$ cat src/ext_irq_cfg.svh
// Purpose: named constants for the external pin interrupt unit
// Assumes: included by the package and by every design file
// Notes: the guard makes repeated inclusion harmless
`ifndef EXT_IRQ_CFG_SVH
`define EXT_IRQ_CFG_SVH

// register port shape
`define ADDR_W 3
`define DATA_W 8
`define NUM_CH 2

// register offsets on the plain register port
`define OFF_SENSE 3'h0
`define OFF_ENABLE 3'h1
`define OFF_FLAGS 3'h2
`define OFF_EVT_STAT 3'h3
`define OFF_EVT_MASK 3'h4

// reset value shared by all software registers
`define RST_BYTE 8'h00

// field positions
`define SENSE_W 2
`define ENA_CH0_BIT 6
`define FLAG_CH0_BIT 6
`define ENA_RW_MASK 8'hc3

// event status layout: bit per channel, then wake
`define EVT_W 3
`define EVT_WAKE 2

// input synchroniser: pin 0, pin 1, watchdog oscillator
`define SYNC_W 3
`define SYNC_WDT 2
`define SYNC_RST 3'h3

`endif

$ cat src/ext_irq_pkg.sv
// Purpose: types of the external pin interrupt unit
// Assumes: ext_irq_cfg.svh provides the widths
// Notes: every design module keeps its whole state in one struct from here
`include "ext_irq_cfg.svh"

package ext_irq_pkg;

    // request condition per channel
    typedef enum logic [1:0] {
        SENSE_LOW = 2'h0,
        SENSE_ANY = 2'h1,
        SENSE_FALL = 2'h2,
        SENSE_RISE = 2'h3
    } sense_t;

    // low-level wake qualifier
    typedef enum logic [2:0] {
        WAKE_IDLE = 3'h1,
        WAKE_ARMED = 3'h2,
        WAKE_HELD = 3'h4
    } wake_fsm_t;

    typedef struct packed {
        logic [`SYNC_W-1:0] s1;
        logic [`SYNC_W-1:0] s2;
        logic [`SYNC_W-1:0] s3;
        logic [`SYNC_W-1:0] filt;
    } sync_state_t;

    typedef struct packed {
        wake_fsm_t fsm;
        logic wake;
    } wake_state_t;

    typedef struct packed {
        logic [`DATA_W-1:0] sense;
        logic [`DATA_W-1:0] enable;
        logic [`NUM_CH-1:0] flag;
        logic [`EVT_W-1:0] evt_stat;
        logic [`EVT_W-1:0] evt_mask;
        logic [`NUM_CH-1:0] pin_prev;
        logic wdt_prev;
        logic [`DATA_W-1:0] rdata;
        logic [`NUM_CH-1:0] req;
        logic wake;
        logic irq;
    } irq_state_t;

endpackage : ext_irq_pkg

$ cat src/pin_sync.sv
// Purpose: three-stage synchroniser with agreement filter
// Assumes: raw inputs are asynchronous to ref_clk
// Notes: a new level is taken once stages two and three agree
`timescale 1ns/1ns
`include "ext_irq_cfg.svh"

module pin_sync import ext_irq_pkg::*; (
    // clock, reset, enable
    input wire logic ref_clk,
    input wire logic arst_n,
    input wire logic clk_en,
    // asynchronous inputs
    input wire logic [`SYNC_W-1:0] raw,
    // filtered levels
    output logic [`SYNC_W-1:0] level
);

    sync_state_t q;
    sync_state_t d;

    // stage one is seen only by stage two
    always_comb begin
        d = q;
        d.s1 = raw;
        d.s2 = q.s1;
        d.s3 = q.s2;
        d.filt = (q.s2 & ~(q.s2 ^ q.s3)) | (q.filt & (q.s2 ^ q.s3));
    end

    // pins rest high so reset never looks like a low level
    always_ff @(posedge ref_clk or negedge arst_n) begin
        if (!arst_n) begin
            q <= '{s1: `SYNC_RST, s2: `SYNC_RST, s3: `SYNC_RST,
                   filt: `SYNC_RST};
        end else if (clk_en) begin
            q <= d;
        end
    end

    assign level = q.filt;

endmodule : pin_sync

$ cat src/level_wake.sv
// Purpose: qualify a low level for wake-up from power-down
// Assumes: sample_stb marks one watchdog oscillator edge
// Notes: two consecutive low samples wake; start-up end rearms
`timescale 1ns/1ns
`include "ext_irq_cfg.svh"

module level_wake import ext_irq_pkg::*; (
    // clock, reset, enable
    input wire logic ref_clk,
    input wire logic arst_n,
    input wire logic clk_en,
    // qualifying inputs
    input wire logic sample_stb,
    input wire logic [`NUM_CH-1:0] low_req,
    input wire logic power_down,
    input wire logic startup_done,
    // one-cycle wake pulse
    output logic wake
);

    wake_state_t q;
    wake_state_t d;

    // a single noisy sample is not enough to wake
    always_comb begin
        d = q;
        d.wake = 1'b0;
        case (q.fsm)
            WAKE_IDLE: begin
                if (power_down && sample_stb && (|low_req)) begin
                    d.fsm = WAKE_ARMED;
                end
            end
            WAKE_ARMED: begin
                if (!power_down) begin
                    d.fsm = WAKE_IDLE;
                end else if (sample_stb) begin
                    if (|low_req) begin
                        d.fsm = WAKE_HELD;
                        d.wake = 1'b1;
                    end else begin
                        d.fsm = WAKE_IDLE;
                    end
                end
            end
            WAKE_HELD: begin
                // woken even if the level is gone before start-up ends
                if (startup_done) begin
                    d.fsm = WAKE_IDLE;
                end
            end
            default: begin
                d.fsm = WAKE_IDLE;
            end
        endcase
    end

    always_ff @(posedge ref_clk or negedge arst_n) begin
        if (!arst_n) begin
            q <= '{fsm: WAKE_IDLE, wake: 1'b0};
        end else if (clk_en) begin
            q <= d;
        end
    end

    assign wake = q.wake;

endmodule : level_wake

$ cat src/external_pin_interrupt_unit.sv
// Purpose: two-channel external pin interrupt unit
// Assumes: io_clk_run, power_down, startup_done, global_irq_en and
//          the acknowledge come from logic on ref_clk
// Notes: pins and the watchdog oscillator are synchronised here
`timescale 1ns/1ns
`include "ext_irq_cfg.svh"

module external_pin_interrupt_unit import ext_irq_pkg::*; (
    // clock, reset, enable
    input wire logic ref_clk,
    input wire logic arst_n,
    input wire logic clk_en,
    // register port
    input wire logic [`ADDR_W-1:0] reg_addr,
    input wire logic [`DATA_W-1:0] reg_wdata,
    input wire logic reg_wr,
    input wire logic reg_rd,
    output logic [`DATA_W-1:0] reg_rdata,
    // interrupt pins, observed whatever drives them
    input wire logic ext_irq_pin_0,
    input wire logic ext_irq_pin_1,
    // watchdog oscillator clock, sampled as a plain input
    input wire logic wdt_osc,
    // processor side
    input wire logic global_irq_en,
    input wire logic irq_ack,
    input wire logic irq_ack_ch,
    input wire logic io_clk_run,
    input wire logic power_down,
    input wire logic startup_done,
    output logic [`NUM_CH-1:0] irq_req,
    output logic wake_req,
    // summary interrupt
    output logic event_irq
);

    irq_state_t q;
    irq_state_t d;

    logic [`SYNC_W-1:0] sync_lvl;
    logic [`NUM_CH-1:0] pin_lvl;
    logic wdt_lvl;
    logic wdt_stb;
    logic [`NUM_CH-1:0] wake_low;
    logic wake_pulse;

    // channel sense field out of the control byte
    function automatic sense_t sense_of(
        input logic [`DATA_W-1:0] ctl,
        input int ch
    );
        logic [`SENSE_W-1:0] f;
        f = ctl[ch*`SENSE_W +: `SENSE_W];
        return sense_t'(f);
    endfunction : sense_of

    // does this sample pair meet the edge condition of the mode
    function automatic logic edge_hit(
        input sense_t mode,
        input logic cur,
        input logic prev
    );
        logic hit;
        case (mode)
            SENSE_ANY: hit = cur ^ prev;
            SENSE_FALL: hit = prev & ~cur;
            SENSE_RISE: hit = cur & ~prev;
            default: hit = 1'b0;
        endcase
        return hit;
    endfunction : edge_hit

    // pins are sampled before any edge logic sees them
    pin_sync u_sync (
        .ref_clk(ref_clk),
        .arst_n(arst_n),
        .clk_en(clk_en),
        .raw({wdt_osc, ext_irq_pin_1, ext_irq_pin_0}),
        .level(sync_lvl)
    );

    assign pin_lvl = sync_lvl[`NUM_CH-1:0];
    assign wdt_lvl = sync_lvl[`SYNC_WDT];
    assign wdt_stb = wdt_lvl & ~q.wdt_prev;

    // enabled channels in level mode with the pin low may wake us
    generate
        for (genvar g = 0; g < `NUM_CH; g++) begin : g_wake
            assign wake_low[g] = q.enable[`ENA_CH0_BIT + g] &&
                (sense_of(q.sense, g) == SENSE_LOW) && !pin_lvl[g];
        end
    endgenerate

    level_wake u_wake (
        .ref_clk(ref_clk),
        .arst_n(arst_n),
        .clk_en(clk_en),
        .sample_stb(wdt_stb),
        .low_req(wake_low),
        .power_down(power_down),
        .startup_done(startup_done),
        .wake(wake_pulse)
    );

    // next state of the whole unit
    always_comb begin
        logic [`NUM_CH-1:0] ev;
        logic [`NUM_CH-1:0] lvl_mode;
        logic [`NUM_CH-1:0] lvl_low;
        logic [`NUM_CH-1:0] clr;
        logic [`NUM_CH-1:0] pend;
        logic [`EVT_W-1:0] evt_set;
        logic [`EVT_W-1:0] evt_clr;
        logic [`DATA_W-1:0] flag_rd;
        sense_t mode;
        ev = '0;
        lvl_mode = '0;
        lvl_low = '0;
        clr = '0;
        pend = '0;
        evt_set = '0;
        evt_clr = '0;
        flag_rd = `RST_BYTE;
        mode = SENSE_LOW;
        d = q;

        // keep previous samples fresh even while the I/O clock is off
        d.pin_prev = pin_lvl;
        d.wdt_prev = wdt_lvl;

        for (int ch = 0; ch < `NUM_CH; ch++) begin
            mode = sense_of(q.sense, ch);
            lvl_mode[ch] = (mode == SENSE_LOW);
            // output direction of the pin is of no concern here
            ev[ch] = io_clk_run &&
                edge_hit(mode, pin_lvl[ch], q.pin_prev[ch]);
            lvl_low[ch] = lvl_mode[ch] && !pin_lvl[ch];
            clr[ch] = (irq_ack && (irq_ack_ch == ch[0])) ||
                (reg_wr && (reg_addr == `OFF_FLAGS) &&
                 reg_wdata[`FLAG_CH0_BIT + ch]);
        end

        // control registers
        if (reg_wr) begin
            case (reg_addr)
                `OFF_SENSE: d.sense = reg_wdata;
                `OFF_ENABLE: d.enable = reg_wdata & `ENA_RW_MASK;
                `OFF_EVT_MASK: d.evt_mask = reg_wdata[`EVT_W-1:0];
                default: d.enable = q.enable;
            endcase
        end

        // flags: a fresh event outlives a clear in the same cycle
        for (int ch = 0; ch < `NUM_CH; ch++) begin
            if (lvl_mode[ch]) begin
                d.flag[ch] = 1'b0;
            end else begin
                d.flag[ch] = ev[ch] | (q.flag[ch] & ~clr[ch]);
            end
            pend[ch] = q.enable[`ENA_CH0_BIT + ch] &&
                (q.flag[ch] || lvl_low[ch]);
        end

        // request lines to the processor need the global enable too
        d.req = global_irq_en ? pend : '0;

        // wake pulse handed straight out
        d.wake = wake_pulse;

        // sticky event status, cleared by reading it
        evt_set[`NUM_CH-1:0] = ev & ~lvl_mode;
        evt_set[`EVT_WAKE] = wake_pulse;
        if (reg_rd && (reg_addr == `OFF_EVT_STAT)) begin
            evt_clr = '1;
        end
        d.evt_stat = evt_set | (q.evt_stat & ~evt_clr);
        d.irq = |(d.evt_stat & d.evt_mask);

        // read data stand only in the cycle after the strobe
        for (int ch = 0; ch < `NUM_CH; ch++) begin
            flag_rd[`FLAG_CH0_BIT + ch] = q.flag[ch] & ~lvl_mode[ch];
        end
        d.rdata = `RST_BYTE;
        if (reg_rd) begin
            case (reg_addr)
                `OFF_SENSE: d.rdata = q.sense;
                `OFF_ENABLE: d.rdata = q.enable;
                `OFF_FLAGS: d.rdata = flag_rd;
                `OFF_EVT_STAT: d.rdata = {5'h00, q.evt_stat};
                `OFF_EVT_MASK: d.rdata = {5'h00, q.evt_mask};
                default: d.rdata = `RST_BYTE;
            endcase
        end
    end

    // clock enable freezes every bit, the read data included
    always_ff @(posedge ref_clk or negedge arst_n) begin
        if (!arst_n) begin
            q <= '{sense: `RST_BYTE, enable: `RST_BYTE, flag: '0,
                   evt_stat: '0, evt_mask: '0, pin_prev: '1,
                   wdt_prev: 1'b0, rdata: `RST_BYTE, req: '0,
                   wake: 1'b0, irq: 1'b0};
        end else if (clk_en) begin
            q <= d;
        end
    end

    // every output is a flip-flop
    assign reg_rdata = q.rdata;
    assign irq_req = q.req;
    assign wake_req = q.wake;
    assign event_irq = q.irq;

endmodule : external_pin_interrupt_unit

$ cat config.mk
export PLATFORM = sky130hd
export DESIGN_NAME = external_pin_interrupt_unit
export DESIGN_NICKNAME = d
export VERILOG_FILES = /design/src/ext_irq_pkg.sv /design/src/pin_sync.sv /design/src/level_wake.sv /design/src/external_pin_interrupt_unit.sv
export VERILOG_INCLUDE_DIRS = /design/src
export SDC_FILE = /design/constraint.sdc
export NUM_CORES = 1
export LEC_CHECK = 0
export BUFFER_PORTS_ARGS = -buffer_cell sky130_fd_sc_hd__buf_2
export CORE_ASPECT_RATIO = 1.4
export CORE_MARGIN = 10
export CORE_UTILIZATION = 45
export DETAILED_ROUTE_END_ITERATION = 7
export PLACE_DENSITY = 0.65
export SYNTH_ARGS = -nofsm -noshare
export SYNTH_HDL_FRONTEND = slang
export SYNTH_SLANG_ARGS = --single-unit
$ cat constraint.sdc
create_clock -name ref_clk -period 1.8 [get_ports ref_clk]
set_input_delay 0 -clock ref_clk [delete_from_list [all_inputs] [get_ports ref_clk]]
set_output_delay 0 -clock ref_clk [all_outputs]
set_load 0.01 [all_outputs]
After elaboration in Yosys (flattened, before gate mapping)

Cells that the tools add are included.

Flip-flop bits (word level): 51
Bits in latches: 0
Bits in writable memories: 0
ROM bits: 0
Input bits: 25
Output and inout bits: 12
Logic and storage cells: 118
Memories: 0

$add $sub $neg: 0
Multipliers: 0
Div/mod/pow operators: 0
$lt $le $gt $ge: 0
Equality and inequality tests: 16
Shifts and indexed selects: 0
Muxes and demuxes: 19
Bitwise logic cells: 34
Reduce and logical (&&, ||, !) cells: 32

Operators with widths:

| cell                                                  | count |
|---|---|
| one-hot mux 8 bit (5 select lines)                    | 1 |
| two-way mux 3 bit                                     | 7 |
| logical AND 1 bit                                     | 18 |
| bitwise AND 3 bit                                     | 4 |
| inverter 1 bit                                        | 10 |
| bitwise AND 1 bit                                     | 9 |
| equality test 3 x 2 -> 1 bit, second input constant   | 3 |
| one-hot mux 3 bit (3 select lines)                    | 1 |
| equality test 2 bit, second input constant            | 4 |
| two-way mux 8 bit                                     | 1 |
| equality test 3 x 1 -> 1 bit, second input constant   | 2 |
| equality test 3 bit, second input constant            | 2 |
| inverter 3 bit                                        | 2 |
| OR 3 bit                                              | 2 |
| one-hot mux 1 bit (3 select lines)                    | 2 |
| AND reduction 3 bit                                   | 2 |
| two-way mux 1 bit                                     | 5 |
| equality test 2 x 1 -> 1 bit, second input constant   | 2 |
| zero test 2 bit                                       | 2 |
| logical OR 1 bit                                      | 4 |
| two-way mux 4 bit                                     | 1 |
| AND reduction 4 bit                                   | 1 |
| zero test 3 bit                                       | 1 |
| inequality test 3 x 2 -> 1 bit, second input constant | 1 |
| other kinds (11)                                      | 14 |

Depth between registers and ports, before layout

Depth in word-level cells: 8
Depth in mapped cells: 7
Mapped depth without buffers: 7

By module

A second synthesis with hierarchy kept.

Cells, all modules: 242
Area, all modules: 2622.5 um^2

By module, submodules not included:

| module                      | instances | cells each | area each (um^2) | seq. area each (um^2) |
|---|---|---|---|---|
| external_pin_interrupt_unit | 1         | 186        | 1889.3           | 878.3 |
| pin_sync                    | 1         | 36         | 514.2            | 310.3 |
| level_wake                  | 1         | 20         | 219.0            | 101.3 |

Worst setup path before layout

Ideal clock, no wire load.

Kind: register -> register
Start point: register q[14] in the netlist's numbering
End point: register q, in the netlist event_irq
Setup time: 0.082 ns
Data arrival time: 1.550 ns
Data required time: 1.718 ns
Setup slack: 0.168 ns
Stages on the path, launching flop included: 7
Period minus slack after synthesis: 1.632 ns
Path through: dfstp_2 > inv_1 > ha_1 > o32ai_2 > a21oi_1 > or2_0 > a31oi_1

Longest elaborated chain between the ends: 8

RTL lines:

| what                                   | line                               | text |
|---|---|---|
| start, declared                        | external_pin_interrupt_unit.sv:37  | `irq_state_t q;` |
| start signal, assigned                 | external_pin_interrupt_unit.sv:199 | `` q <= '{sense: `RST_BYTE, enable: `RST_BYTE, flag: '0, `` |
| inverter 1 bit                         | external_pin_interrupt_unit.sv:67  | `SENSE_RISE: hit = cur & ~prev;` |
| bitwise AND 1 bit                      | external_pin_interrupt_unit.sv:67  |  |
| one-hot mux 1 bit (3 select lines) (*) | external_pin_interrupt_unit.sv:64  | `case (mode)` |
| logical AND 1 bit (*)                  | external_pin_interrupt_unit.sv:135 | `ev[ch] = io_clk_run &&` |
| bitwise AND 2 bit (*)                  | external_pin_interrupt_unit.sv:171 | `` evt_set[`NUM_CH-1:0] = ev & ~lvl_mode; `` |
| OR 3 bit (*)                           | external_pin_interrupt_unit.sv:176 | `d.evt_stat = evt_set \| (q.evt_stat & ~evt_clr);` |
| bitwise AND 3 bit (*)                  | external_pin_interrupt_unit.sv:177 | `d.irq = \|(d.evt_stat & d.evt_mask);` |
| OR reduction 3 bit (*)                 | external_pin_interrupt_unit.sv:177 |  |

Every way passes the cells marked *; elsewhere a longest branch is shown, timed or not.
A chain may end at the register's enable or synchronous reset.

Final worst setup path

Same ends and word-level chain as after synthesis.

==> impl_results.md <==
- CORE AREA: 5570 um^2
- Setup TNS: 0 ns
- Ratio of cells with drive above 1 in the final layout: 36.1%
- IO buf count: 36
- Slew HR: 58.5%
- Largest cells by area after synthesis: dfrtp_1 (39%), mux2_2 (12%), dfstp_2 (11%)
- Fin cells: 345
- Cells after DPL: 325
- Area delta synth->final: 15.4%
- Critical Path Fanout Max: 2
- Ports: 37
- Vias in the first global route: 1885
- Pwr/cell area: 972 nW/um^2
- Antenna violations before repair: 0
- Yosys reg bits: 51
- Die ar.: 9230 um^2
- Asr flop ratio synth: 100%
- Setup crit start: q[14]$_DFFE_PN1P_
- Largest net degree at the start of global routing: 52
- Final hold vios: 0
- Max frequency: 612 MHz
- Static Leak: 0.00133 uW
- Comb pwr share: 23.9%
- Flop pwr share: 54.0%
- Clk slew on worst S/H paths: 0.09 ns
- Max Buffers Root-to-Sink: 2
- Final net count: 305
- Inserted Clock Buffers: 5
- DIE HEIGHT: 110 um
- RSZ-0062 raised after global routing: no
- Final period util: 90.8%
- Total Routed Length: 5.31 mm
- CP required: 2.03 ns
- Avg Synthesized Cell Area: 11.1 um^2
- Yosys warning count: 0
- Antenna-violating nets left: 0
- Min Tclk post-route: 1.63 ns
- Gate count after technology mapping: 233
- Starting DRC count in detailed routing: 128
- Cell Area, Synth: 2590 um^2
- First-pass GRT wire length: 8.79 mm
- Critical Path AT: 1.87 ns
- H-tree level count: 2
- Post-synth top cells: dfrtp_1 (40), mux2_2 (28), inv_1 (20)
- Max Slew Vio Count: 0
- Area of the multi-input gates: 1100 um^2
- Final Total Pwr: 2900 uW
- Status: finished clean
- Worst skew pair latency: 0.31 ns
- Number of synthesized flops with an enable pin: 0
- Max_cap viols: 0
- Initial core utilization: 46.5%
- DRC viols: 0
- GRT Resource Usage Total: 11.6%
- Startpoint types: flip-flop
- Critical path capture point type: flip-flop
- Setup CP Type: reg2reg
- Grt total ovfl: 0
- Least-Margin Pin Slew: 0.623 ns
- Int Pwr: 2030 uW
- Post-synth top area share: 38.6%
- Clk sinks: 51
- FF/Latch Area: 1290 um^2
- Die Width: 84.1 um
- Vias: 1775
- CTS tree: built
- Clock share of power: 22.1%
- Worst vdd ir: 0.499 mV
- WL/cell: 15.4 um
- CTS Root Cell: clkbuf_8
- Cell taking the most area after synthesis: dfrtp_1
- Net Sw Power: 876 uW
- Post-DP HPWL: 3.96 mm
- Ys flop type: dfrtp_1
- Post-synth cell types: 46
- Via density: 5.14
- Seq/Total Area, Yosys: 49.8%
- Row Count: 32
- Sw Ratio: 30.2%
- DRT Pass-1 Iters: 4
- Min-delay src: global_irq_en
- Post-synth net total: 262
- Diode count: 0
- Routability cong.: 0.788
- # fillers: 501
- R2R Path Start: q[14]$_DFFE_PN1P_
- HP Class: in2reg
- Top-count cell post-synth: dfrtp_1
- Util after Layout: 53.7%
- Clk_skew: 0.0106 ns
- Final Setup Violations: 0
-- final timing paths --
check,to,slack (ns),cells after the start
hold / removal,irq_req[1]$_DFFE_PN0P_,0.007,3
setup reg to reg,event_irq$_DFFE_PN0P_,0.17,6
setup / recovery,event_irq$_DFFE_PN0P_,0.17,6
min in group asynchronous,irq_req[0]$_DFFE_PN0P_,0.32,3
max in group asynchronous,q[33]$_DFFE_PN0P_,1.05,3
hold reg to reg,q[24]$_DFFE_PN0P_,0.51,1
-- routing by layer --
layer  track usage (%)  wire length, um  up-vias
li1                  -                -      893
met1              12.9             2300      841
met2              20.2             2660       32
met3              3.40              234        9
met4              5.04              108        0
met5                 0                0        -
-- cell type report --
cell class / instances / area share (%)
Clock buffer: 6 / 2.43
Clock inverter: 2 / 0.419
Inverter: 20 / 2.51
Multi-Input combinational cell: 143 / 36.8
Sequential cell: 51 / 43.2
Tap cell: 68 / 2.85
Timing Repair Buffer: 55 / 11.8
-- critical path: stages (launching register included) --
cell and delay [ns]:
dfstp_2 0.55, inv_1 0.05, ha_1 0.30, o32ai_2 0.24
a21oi_1 0.06, or2_0 0.23, a31oi_1 0.15
-- power by group through the flow --
stage	combinational, uW	clock [uW]	sequential [uW]
final	694	642	1570
after global routing	780	704	1590
after CTS	706	671	1570
after detailed placement	685	0	1590
after global placement	663	0	1580
after floorplan	495	0	1550
-- cell families after synthesis --
kind of cell | synth area share [%]
fa+ha+maj | 1.93
buf+inv | 7.73
mux | 15.3
compound gates | 13.3
simple gates | 12.0
flops | 49.8
-- registers in the layout (all words and copies together), names as in the netlist, named ones only --
signal and flops:
q 23, irq_req 2, event_irq 1, reg_rdata 8
u_sync.q 3, wake_req 1, u_wake.q 3, u_wake.wake 1
u_sync.d 6
-- layout by cell type, fill, tap and decap left out, drive strengths merged, types with 2 or more instances in the layout --
| master | synthesis | layout |
|---|---|---|
| nand2 | 12 | 12 |
| a22o | 3 | 3 |
| clkbuf | 1 | 6 |
| a21oi | 14 | 14 |
| mux2i | 8 | 8 |
| a22oi | 2 | 2 |
| a2bb2oi | 2 | 2 |
| and3b | 2 | 2 |
| inv | 20 | 20 |
| nand3 | 3 | 3 |
| or2 | 2 | 2 |
| mux2 | 28 | 28 |
| nor3 | 3 | 3 |
| dfstp | 11 | 11 |
| dfrtp | 40 | 40 |
| o22ai | 8 | 8 |
| ha | 4 | 4 |
| buf | 18 | 43 |
| o21ai | 15 | 15 |
| nand4b | 2 | 2 |
| nor2b | 3 | 3 |
| nand2b | 6 | 6 |
| nor2 | 13 | 13 |
| a221oi | 2 | 2 |
| o2111ai | 2 | 2 |
| dlygate4sd3 | 0 | 12 |
-- timing repair --
item / 4_1_cts / 5_1_grt
endpoints found under the setup margin: 0 / 1
hold endpoints to repair: 58 / 0
buffers inserted: 0 / 0
resized for setup: 0 / 0
hold buffers: 12 / 0
-- metrics by stage --
stage,instance area (um^2),setup slack [ns],hold slack [ns]
after floorplan,2590,0.168,-0.296
after global placement,2780,0.130,0.148
after detailed placement,2780,0.106,0.151
after CTS,2990,0.0947,0.00547
after global routing,2990,0.0198,0.0444
final,2990,0.166,0.00715
Power figures use the tool's default switching activity.
